### src/core/ddu_regs.vh
// Notes on behaviour
// trigger select 0: latch transparent, core follows each data write, enable ignored.
// trigger select 1: latch loads after software writes the data register.
// select 2 loads on compare-one rising edge; select 3 on compare-two.
// select above zero latches only while conversion enable is set.
// straight binary: full scale 0fff at 12 bits, 0ff at 8 bits.
// two's complement: 0800 gives zero, 0000 mid-scale, 07ff full scale.
// two's complement becomes offset binary by inverting the sign bit.
// calibration start bit launches calibration and clears itself when done.
// software sets buffer power first and waits for calibration to end.
// grouped converters update in the same cycle, never split.
// only converter zero's group bit enables grouping.
// when grouped, converter one's trigger select drives both converters.
// grouped use needs both selects above zero and both enables set.
// grouped update waits until both data registers written since last update.
// grouped, selects above zero, either enable clear: neither converter updates.
// load-done flag sets on each latch load with select above zero only.
// flag with local and global enable raises request; software clears flag.
// request shares a vector with dma; software checks both flags.
// software must not feed data faster than output settling allows.
// resolution select 0 is 12-bit, 1 is 8-bit.
// at 8-bit resolution data bits 11 to 8 are ignored.
// data format select 0 straight binary, 1 two's complement.
`ifndef DDU_REGS_VH
`define DDU_REGS_VH
// register indices; the bus byte address is four times the index
`define DDU_CTL0_IDX    12'h1c0
`define DDU_CTL1_IDX    12'h1c2
`define DDU_DAT0_IDX    12'h1c8
`define DDU_DAT1_IDX    12'h1ca
`define DDU_CTL0_ADDR   (`DDU_CTL0_IDX << 2)
`define DDU_CTL1_ADDR   (`DDU_CTL1_IDX << 2)
`define DDU_DAT0_ADDR   (`DDU_DAT0_IDX << 2)
`define DDU_DAT1_ADDR   (`DDU_DAT1_IDX << 2)
`define DDU_ADDR_W      12
`define DDU_CTL_RST     16'h0000
`define DDU_DAT_RST     12'h000
`define DDU_CTL_MASK    16'hfffb
`define DDU_B_GRP       0
`define DDU_B_ENC       1
`define DDU_B_IFG       2
`define DDU_B_IE        3
`define DDU_B_DF        4
`define DDU_B_CAL       9
`define DDU_B_LSEL_LO   10
`define DDU_B_RES       12
`define DDU_LSEL_XPAR   2'h0
`define DDU_LSEL_WRITE  2'h1
`define DDU_LSEL_CMP1   2'h2
`define DDU_LSEL_CMP2   2'h3
`define DDU_CAL_CYCLES  16'h0100
`define DDU_CAL_IDLE    16'h0000
`define DDU_CAL_STEP    16'h0001
`define DDU_SIGN12      11
`define DDU_SIGN8       7
`endif

### src/core/ddu_top.v
`timescale 1ns/1ps
`include "ddu_regs.vh"
module ddu_top #(
  parameter [15:0] CAL_CYCLES = `DDU_CAL_CYCLES
) (
  input  wire        clk_i,
  input  wire        rst_b_i,
  input  wire        psel_i,
  input  wire        penable_i,
  input  wire        pwrite_i,
  input  wire [11:0] paddr_i,
  input  wire [31:0] pwdata_i,
  output wire [31:0] prdata_o,
  output wire        pready_o,
  output wire        pslverr_o,
  input  wire        compare_one_output_i,
  input  wire        compare_two_output_i,
  input  wire        global_irq_enable_i,
  output wire        irq_o,
  output reg  [11:0] core_code_zero_o,
  output reg  [11:0] core_code_one_o,
  output reg  [1:0]  cal_busy_o
);

  // register state
  reg  [15:0] ctl [0:1];
  reg  [11:0] dat [0:1];
  reg  [11:0] latch [0:1];
  reg  [1:0]  wr_seen;
  reg         cmp1_q;
  reg         cmp2_q;
  reg  [15:0] cal_cnt [0:1];
  reg  [31:0] rdata;

  wire        acc = psel_i & penable_i;
  wire        wr  = acc & pwrite_i;
  wire        hit_c0 = (paddr_i == `DDU_CTL0_ADDR);
  wire        hit_c1 = (paddr_i == `DDU_CTL1_ADDR);
  wire        hit_d0 = (paddr_i == `DDU_DAT0_ADDR);
  wire        hit_d1 = (paddr_i == `DDU_DAT1_ADDR);
  wire        mapped = hit_c0 | hit_c1 | hit_d0 | hit_d1;
  wire [1:0]  wr_ctl = {wr & hit_c1, wr & hit_c0};
  wire [1:0]  wr_dat = {wr & hit_d1, wr & hit_d0};

  // zero-wait slave; unmapped addresses answer with an error
  assign pready_o  = 1'b1;
  assign pslverr_o = acc & ~mapped;
  assign prdata_o  = rdata;

  // edge detect of timer compare outputs
  // history resets low like an idle timer line, so reset makes no false edge
  wire cmp1_rise = compare_one_output_i & ~cmp1_q;
  wire cmp2_rise = compare_two_output_i & ~cmp2_q;

  // grouping uses converter zero's bit only; converter one's is ignored
  wire grouped = ctl[0][`DDU_B_GRP];
  wire [1:0] sel_own0 = ctl[0][`DDU_B_LSEL_LO+1:`DDU_B_LSEL_LO];
  wire [1:0] sel1     = ctl[1][`DDU_B_LSEL_LO+1:`DDU_B_LSEL_LO];
  wire       grp_enc  = ctl[0][`DDU_B_ENC] & ctl[1][`DDU_B_ENC];
  wire       grp_sel_ok = (sel_own0 != `DDU_LSEL_XPAR) && (sel1 != `DDU_LSEL_XPAR);
  // after this cycle's writes, have both data registers been written?
  wire [1:0] seen_now = wr_seen | wr_dat;

  // per-converter trigger decision
  function trig_of;
    input [1:0] sel;
    input       wrote;
    input       c1r;
    input       c2r;
    begin
      case (sel)
        `DDU_LSEL_WRITE: begin
          trig_of = wrote;
        end
        `DDU_LSEL_CMP1: begin
          trig_of = c1r;
        end
        `DDU_LSEL_CMP2: begin
          trig_of = c2r;
        end
        default: begin
          trig_of = 1'b0;
        end
      endcase
    end
  endfunction

  // grouped: converter one's select is the common trigger
  wire grp_trig = trig_of(sel1, |wr_dat, cmp1_rise, cmp2_rise);
  // group is armed only with both selects above zero and both enables set
  wire grp_armed = grouped & grp_sel_ok & grp_enc;
  // single update decision for both, so the pair never splits
  wire grp_load = grp_armed & grp_trig & (&seen_now);

  reg  [1:0] load;
  reg  [1:0] xpar;
  integer k;
  // load strobes: grouped path or each converter on its own select
  always @* begin
    for (k = 0; k < 2; k = k + 1) begin
      xpar[k] = 1'b0;
      load[k] = 1'b0;
      if (grouped) begin
        load[k] = grp_load;
      end else if (ctl[k][`DDU_B_LSEL_LO+1:`DDU_B_LSEL_LO] == `DDU_LSEL_XPAR) begin
        xpar[k] = 1'b1;
      end else begin
        load[k] = ctl[k][`DDU_B_ENC] &
                  trig_of(ctl[k][`DDU_B_LSEL_LO+1:`DDU_B_LSEL_LO],
                          wr_dat[k], cmp1_rise, cmp2_rise);
      end
    end
  end

  // core code: mask at 8 bits, sign-flip for two's complement
  function [11:0] to_core;
    input [11:0] d;
    input        res8;
    input        twos;
    reg   [11:0] m;
    begin
      if (res8) begin
        m = {4'h0, d[7:0]};
      end else begin
        m = d;
      end
      if (twos && res8) begin
        m[`DDU_SIGN8] = ~m[`DDU_SIGN8];
      end else if (twos) begin
        m[`DDU_SIGN12] = ~m[`DDU_SIGN12];
      end
      to_core = m;
    end
  endfunction

  // registers, latches, calibration, per converter
  genvar g;
  generate
    for (g = 0; g < 2; g = g + 1) begin : conv
      // a word written in this very cycle must reach the latch, not the stale one
      wire [11:0] src      = wr_dat[g] ? pwdata_i[11:0] : dat[g];
      // countdown has run out while the start bit still stands
      wire        cal_done = ctl[g][`DDU_B_CAL] && (cal_cnt[g] == `DDU_CAL_IDLE);
      // start taken only from idle, so rewriting the bit cannot stretch a run
      wire        cal_go   = wr_ctl[g] && pwdata_i[`DDU_B_CAL] && !ctl[g][`DDU_B_CAL];
      reg  [15:0] next_ctl;
      reg  [15:0] next_cal_cnt;
      reg  [11:0] next_latch;

      // control word: software write first, else calibration clear; flag set on top
      always @* begin
        next_ctl = ctl[g];
        if (wr_ctl[g]) begin
          next_ctl = pwdata_i[15:0];
        end else if (cal_done) begin
          next_ctl[`DDU_B_CAL] = 1'b0;
        end
        // hardware set wins over a software clear in the same cycle
        if (load[g]) begin
          next_ctl[`DDU_B_IFG] = 1'b1;
        end
      end

      // calibration countdown; a fresh start outranks the running count
      always @* begin
        next_cal_cnt = cal_cnt[g];
        if (cal_go) begin
          next_cal_cnt = CAL_CYCLES;
        end else if (cal_cnt[g] != `DDU_CAL_IDLE) begin
          next_cal_cnt = cal_cnt[g] - `DDU_CAL_STEP;
        end
      end

      // latch: transparent path first, then triggered loads
      always @* begin
        next_latch = latch[g];
        if (xpar[g] && wr_dat[g]) begin
          next_latch = pwdata_i[11:0];
        end else if (load[g]) begin
          next_latch = src;
        end
      end

      // control, countdown and latch of one converter
      always @(posedge clk_i) begin
        if (!rst_b_i) begin
          ctl[g]     <= `DDU_CTL_RST;
          latch[g]   <= `DDU_DAT_RST;
          cal_cnt[g] <= `DDU_CAL_IDLE;
        end else begin
          ctl[g]     <= next_ctl;
          latch[g]   <= next_latch;
          cal_cnt[g] <= next_cal_cnt;
        end
      end

      // data word; bits 15-12 are dropped and read back as zero
      always @(posedge clk_i) begin
        if (!rst_b_i) begin
          dat[g] <= `DDU_DAT_RST;
        end else if (wr_dat[g]) begin
          dat[g] <= pwdata_i[11:0];
        end
      end
    end
  endgenerate

  reg [31:0] next_rdata;
  reg [1:0]  next_seen;

  // read word picked in the setup cycle, so it stands through the access cycle
  always @* begin
    next_rdata = rdata;
    if (psel_i && !penable_i && !pwrite_i) begin
      case (1'b1)
        hit_c0: begin
          next_rdata = {16'h0000, ctl[0]};
        end
        hit_c1: begin
          next_rdata = {16'h0000, ctl[1]};
        end
        hit_d0: begin
          next_rdata = {20'h00000, dat[0]};
        end
        hit_d1: begin
          next_rdata = {20'h00000, dat[1]};
        end
        default: begin
          next_rdata = 32'h0000_0000; // holes read as zero
        end
      endcase
    end
  end

  // group write tracking; a group load starts a fresh round
  always @* begin
    next_seen = seen_now;
    if (grp_load) begin
      next_seen = 2'b00;
    end
  end

  // write tracking for the group
  always @(posedge clk_i) begin
    if (!rst_b_i) begin
      wr_seen <= 2'b00;
    end else begin
      wr_seen <= next_seen;
    end
  end

  // timer edge history
  always @(posedge clk_i) begin
    if (!rst_b_i) begin
      cmp1_q <= 1'b0;
      cmp2_q <= 1'b0;
    end else begin
      cmp1_q <= compare_one_output_i;
      cmp2_q <= compare_two_output_i;
    end
  end

  // codes to the analog core; format applies to the stored word
  always @(posedge clk_i) begin
    if (!rst_b_i) begin
      core_code_zero_o <= `DDU_DAT_RST;
      core_code_one_o  <= `DDU_DAT_RST;
    end else begin
      core_code_zero_o <= to_core(latch[0], ctl[0][`DDU_B_RES], ctl[0][`DDU_B_DF]);
      core_code_one_o  <= to_core(latch[1], ctl[1][`DDU_B_RES], ctl[1][`DDU_B_DF]);
    end
  end

  // calibration status
  always @(posedge clk_i) begin
    if (!rst_b_i) begin
      cal_busy_o <= 2'b00;
    end else begin
      cal_busy_o <= {ctl[1][`DDU_B_CAL], ctl[0][`DDU_B_CAL]};
    end
  end

  // read data register
  always @(posedge clk_i) begin
    if (!rst_b_i) begin
      rdata <= 32'h0000_0000;
    end else begin
      rdata <= next_rdata;
    end
  end

  // per-converter request before the global gate
  wire irq_zero = ctl[0][`DDU_B_IFG] & ctl[0][`DDU_B_IE];
  wire irq_one  = ctl[1][`DDU_B_IFG] & ctl[1][`DDU_B_IE];
  // one line to the shared vector; software tells dma apart by its own flag
  assign irq_o = global_irq_enable_i & (irq_zero | irq_one);

endmodule

### config.mk
export PLATFORM = sky130hd
export DESIGN_NAME = ddu_top
export DESIGN_NICKNAME = d
export VERILOG_FILES = /design/src/core/ddu_top.v
export VERILOG_INCLUDE_DIRS = /design/src /design/src/core
export SDC_FILE = /design/constraint.sdc
export NUM_CORES = 1
export LEC_CHECK = 0
export ABC_AREA = 1
export BUFFER_PORTS_ARGS = -buffer_cell sky130_fd_sc_hd__buf_2
export CORE_ASPECT_RATIO = 0.5
export CORE_MARGIN = 1
export CORE_UTILIZATION = 40
export DETAILED_ROUTE_END_ITERATION = 10
export GPL_TIMING_DRIVEN = 0
export SLEW_MARGIN = 25
export SYNTH_ARGS = -nofsm -noshare
export SYNTH_HDL_FRONTEND = slang
export SYNTH_SLANG_ARGS = --single-unit
### constraint.sdc
create_clock -name clk_i -period 3 [get_ports clk_i]
set_clock_uncertainty 0.1 [all_clocks]
set_input_delay 0.9 -clock clk_i [delete_from_list [all_inputs] [get_ports clk_i]]
set_output_delay 0.9 -clock clk_i [all_outputs]
set_load 0.03 [all_outputs]
==> out/metrics.csv <==
metric,value,unit
pwr dens,651,nW/um2
Worst Path Max Fanout,6,
utilization after layout,0.506,
mux share of post-synthesis cell area,0,
largest net degree at the start of global routing,22,
Final Max Tran Viols,0,
Core Region,17700,um2
run status,completed,
post-synth cell types,40,
total CTS buffers,17,
Final setup violation count,0,
# H-tree levels,4,
Post-DP HPWL,15800,um
Register-to-Register Setup Slack,0.91,ns
maximum clock frequency,341,MHz
peak supply drop,371,uV
"Seq/Total Area, Yosys",0.459,
Max clock buf depth,2,
DRC viols,0,
Non-Filler Instances,1383,
crit path launch type,input port,
setup tns final,0,ns
"FF+latch count, synth",158,
hold slack,0.329,ns
leading area contributor after synthesis,dfxtp_1,
Synth async-reset ratio,0,
Worst EP required,2.00,ns
Synth Instances,1009,
fill count,1750,
largest family of logic cells by synthesized area,simple AND/OR/NAND/NOR gates,
Inst Count DP,1337,
Main synth FF type,dfxtp_1,
XOR/XNOR share of the synthesized area,0.0130,
Worst-Skew Late Latency,0.43,ns
"Hold Violations, Final",0,
DRT Pass-1 Iters,5,
Commonest cells post-synth,"nand2_1, inv_1, dfxtp_1",
vias in the first global route,6533,
most numerous cell in the Yosys netlist,nand2_1,
nets,1190,
Worst setup EP type,output port,
Initial Util,0.418,
GR Util All Layers,0.230,
die span in y,98.3,um
Post-Syn Area,7420,um2
layout cells sized above 1,0.170,
routed wire length,21300,um
Max-Cap Viols,0,
I/O pins,113,
CTS root buf,clkbuf_16,
"Arr. time, crit path",1.93,ns
CTS sink count,158,
post-synthesis compound-gate area fraction,0.123,
Synth area leaders,"dfxtp_1, edfxtp_1, nand2_1",
area share of the largest cell type after synthesis,0.362,
Tmin final,2.93,ns
static leakage,4.32,nW
Ant. Diodes,0,
Avg WL per Cell,15.4,um
RSZ-0062 raised after global routing,no,
Die W,195,um
GPL Wtd Cong,0.927,
relative slew slack,0.505,
critical path class,in -> out,
placement row count,34,
"EDFF count, synth",24,
Worst Tran Pin Value,0.743,ns
First DRT Iteration DRCs,624,
clock-pin slew on the worst setup and hold paths,0.07,ns
first-pass GRT wire length,34200,um
Via density,5.03,
detailed-route via count,6963,
IO buf count,79,
Layout area overhead,21.1,%
Adder-Cell Fraction of Synth Area,0.00337,
Post-Syn Area per Cell,7.35,um2
GR Overflow Total,0,
Synth Area in Simple Gates,0.265,
antenna violations before repair,0,
Tot Pwr,5.85,mW
Hold Path Class,reg -> reg,
CTS tree,done,
synth warn,0,
fin crit share,0.978,
Routed Antenna Nets,0,
die area,19100,um2
[path summary, 6_finish.rpt]
check	start	to	cells after the start
hold reg to reg	latch[1][6]$_SDFFE_PN0P_	core_code_one_o[6]$_SDFF_PN0_	2
setup reg to reg	cal_cnt[0][0]$_SDFFE_PP0P_	cal_cnt[0][5]$_SDFFE_PP0P_	10
hold / removal	latch[1][6]$_SDFFE_PN0P_	core_code_one_o[6]$_SDFF_PN0_	2
setup / recovery	paddr_i[7]	pslverr_o	9
[final cells by class]
type / count / area (um2) / share of cell area
inverters: 175 / 657 / 0.0731
plain buffers: 60 / 344 / 0.0383
clock inverters: 14 / 151 / 0.0169
multi-input cells: 629 / 3160 / 0.352
clock buffers: 18 / 439 / 0.0489
flip-flops and latches: 158 / 3400 / 0.379
well taps: 234 / 293 / 0.0326
repair buffers: 95 / 534 / 0.0595
[what timing repair did]
| action | in CTS | in global routing |
|---|---|---|
| pin swaps | 3 | 8 |
| buffers inserted | 3 | 13 |
| setup endpoints to repair | 1 | 1 |
| gates cloned | 0 | 1 |
| gates resized for setup | 12 | 5 |
| hold buffers | 0 | 0 |
[logic make-up (layout without fill, tap and decap cells)]
kind of cell	after synthesis	in the layout
and+or+nand+nor	432	433
buffers and inverters	238	362
AOI/OAI and AO/OA	166	166
DFF	158	158
xor gates and xnor gates	11	11
adders and majority gates	2	2
other	2	17
[through the flow]
step           area [um2]  setup WS (ns)
2_1_floorplan        7490         0.0103
3_3_place_gp         8180         -0.507
3_5_place_dp         8180         -0.498
4_1_cts              8840        0.00101
5_1_grt              8980         0.0107
6_report             8980         0.0658
[per-layer routing]
metal	wire, um	GRT usage
met3	1610	0.0525
met5	0	0
met2	9030	0.342
met4	286	0.0617
met1	10300	0.333
[report_power, final]
group	internal, mW	switching [mW]
Combinational	0.436	0.794
Sequential	2.31	0.119
Clock	1.20	0.985
Total	3.95	1.90
[registers in the layout, indices dropped and copies added, names as in the netlist]
| signal | count |
|---|---|
| cal_cnt | 32 |
| ctl | 32 |
| dat | 24 |
| latch | 24 |
| prdata_o | 16 |
| core_code_one_o | 12 |
| core_code_zero_o | 12 |
| cal_busy_o | 2 |
| wr_seen | 2 |
| cmp1_q | 1 |
| cmp2_q | 1 |
[worst max-delay path, stage by stage]
cell and delay (ns):
buf_2 0.12, nor2_4 0.12, nand3_2 0.09, nor2_4 0.22, buf_12 0.15, nand2_8 0.06, nand3_4 0.08, nor3_4 0.05
buf_6 0.14
[placed cells by master, fill, tap and decap left out, types with 6 or more instances in the layout]
cell type,n
buf_6,6
xor2_1,6
a21oi_1,54
nand3_1,55
clkbuf_16,17
dfxtp_1,134
buf_4,34
buf_2,86
nand2_1,188
inv_1,152
conb_1,17
clkinv_1,17
inv_2,6
nand3b_1,7
nor3_1,24
nor2_1,91
nor2_4,10
clkbuf_1,25
a31oi_1,14
o211ai_1,16
o21ai_0,71
edfxtp_1,24
nand4_1,31
Power figures use the tool's default switching activity.
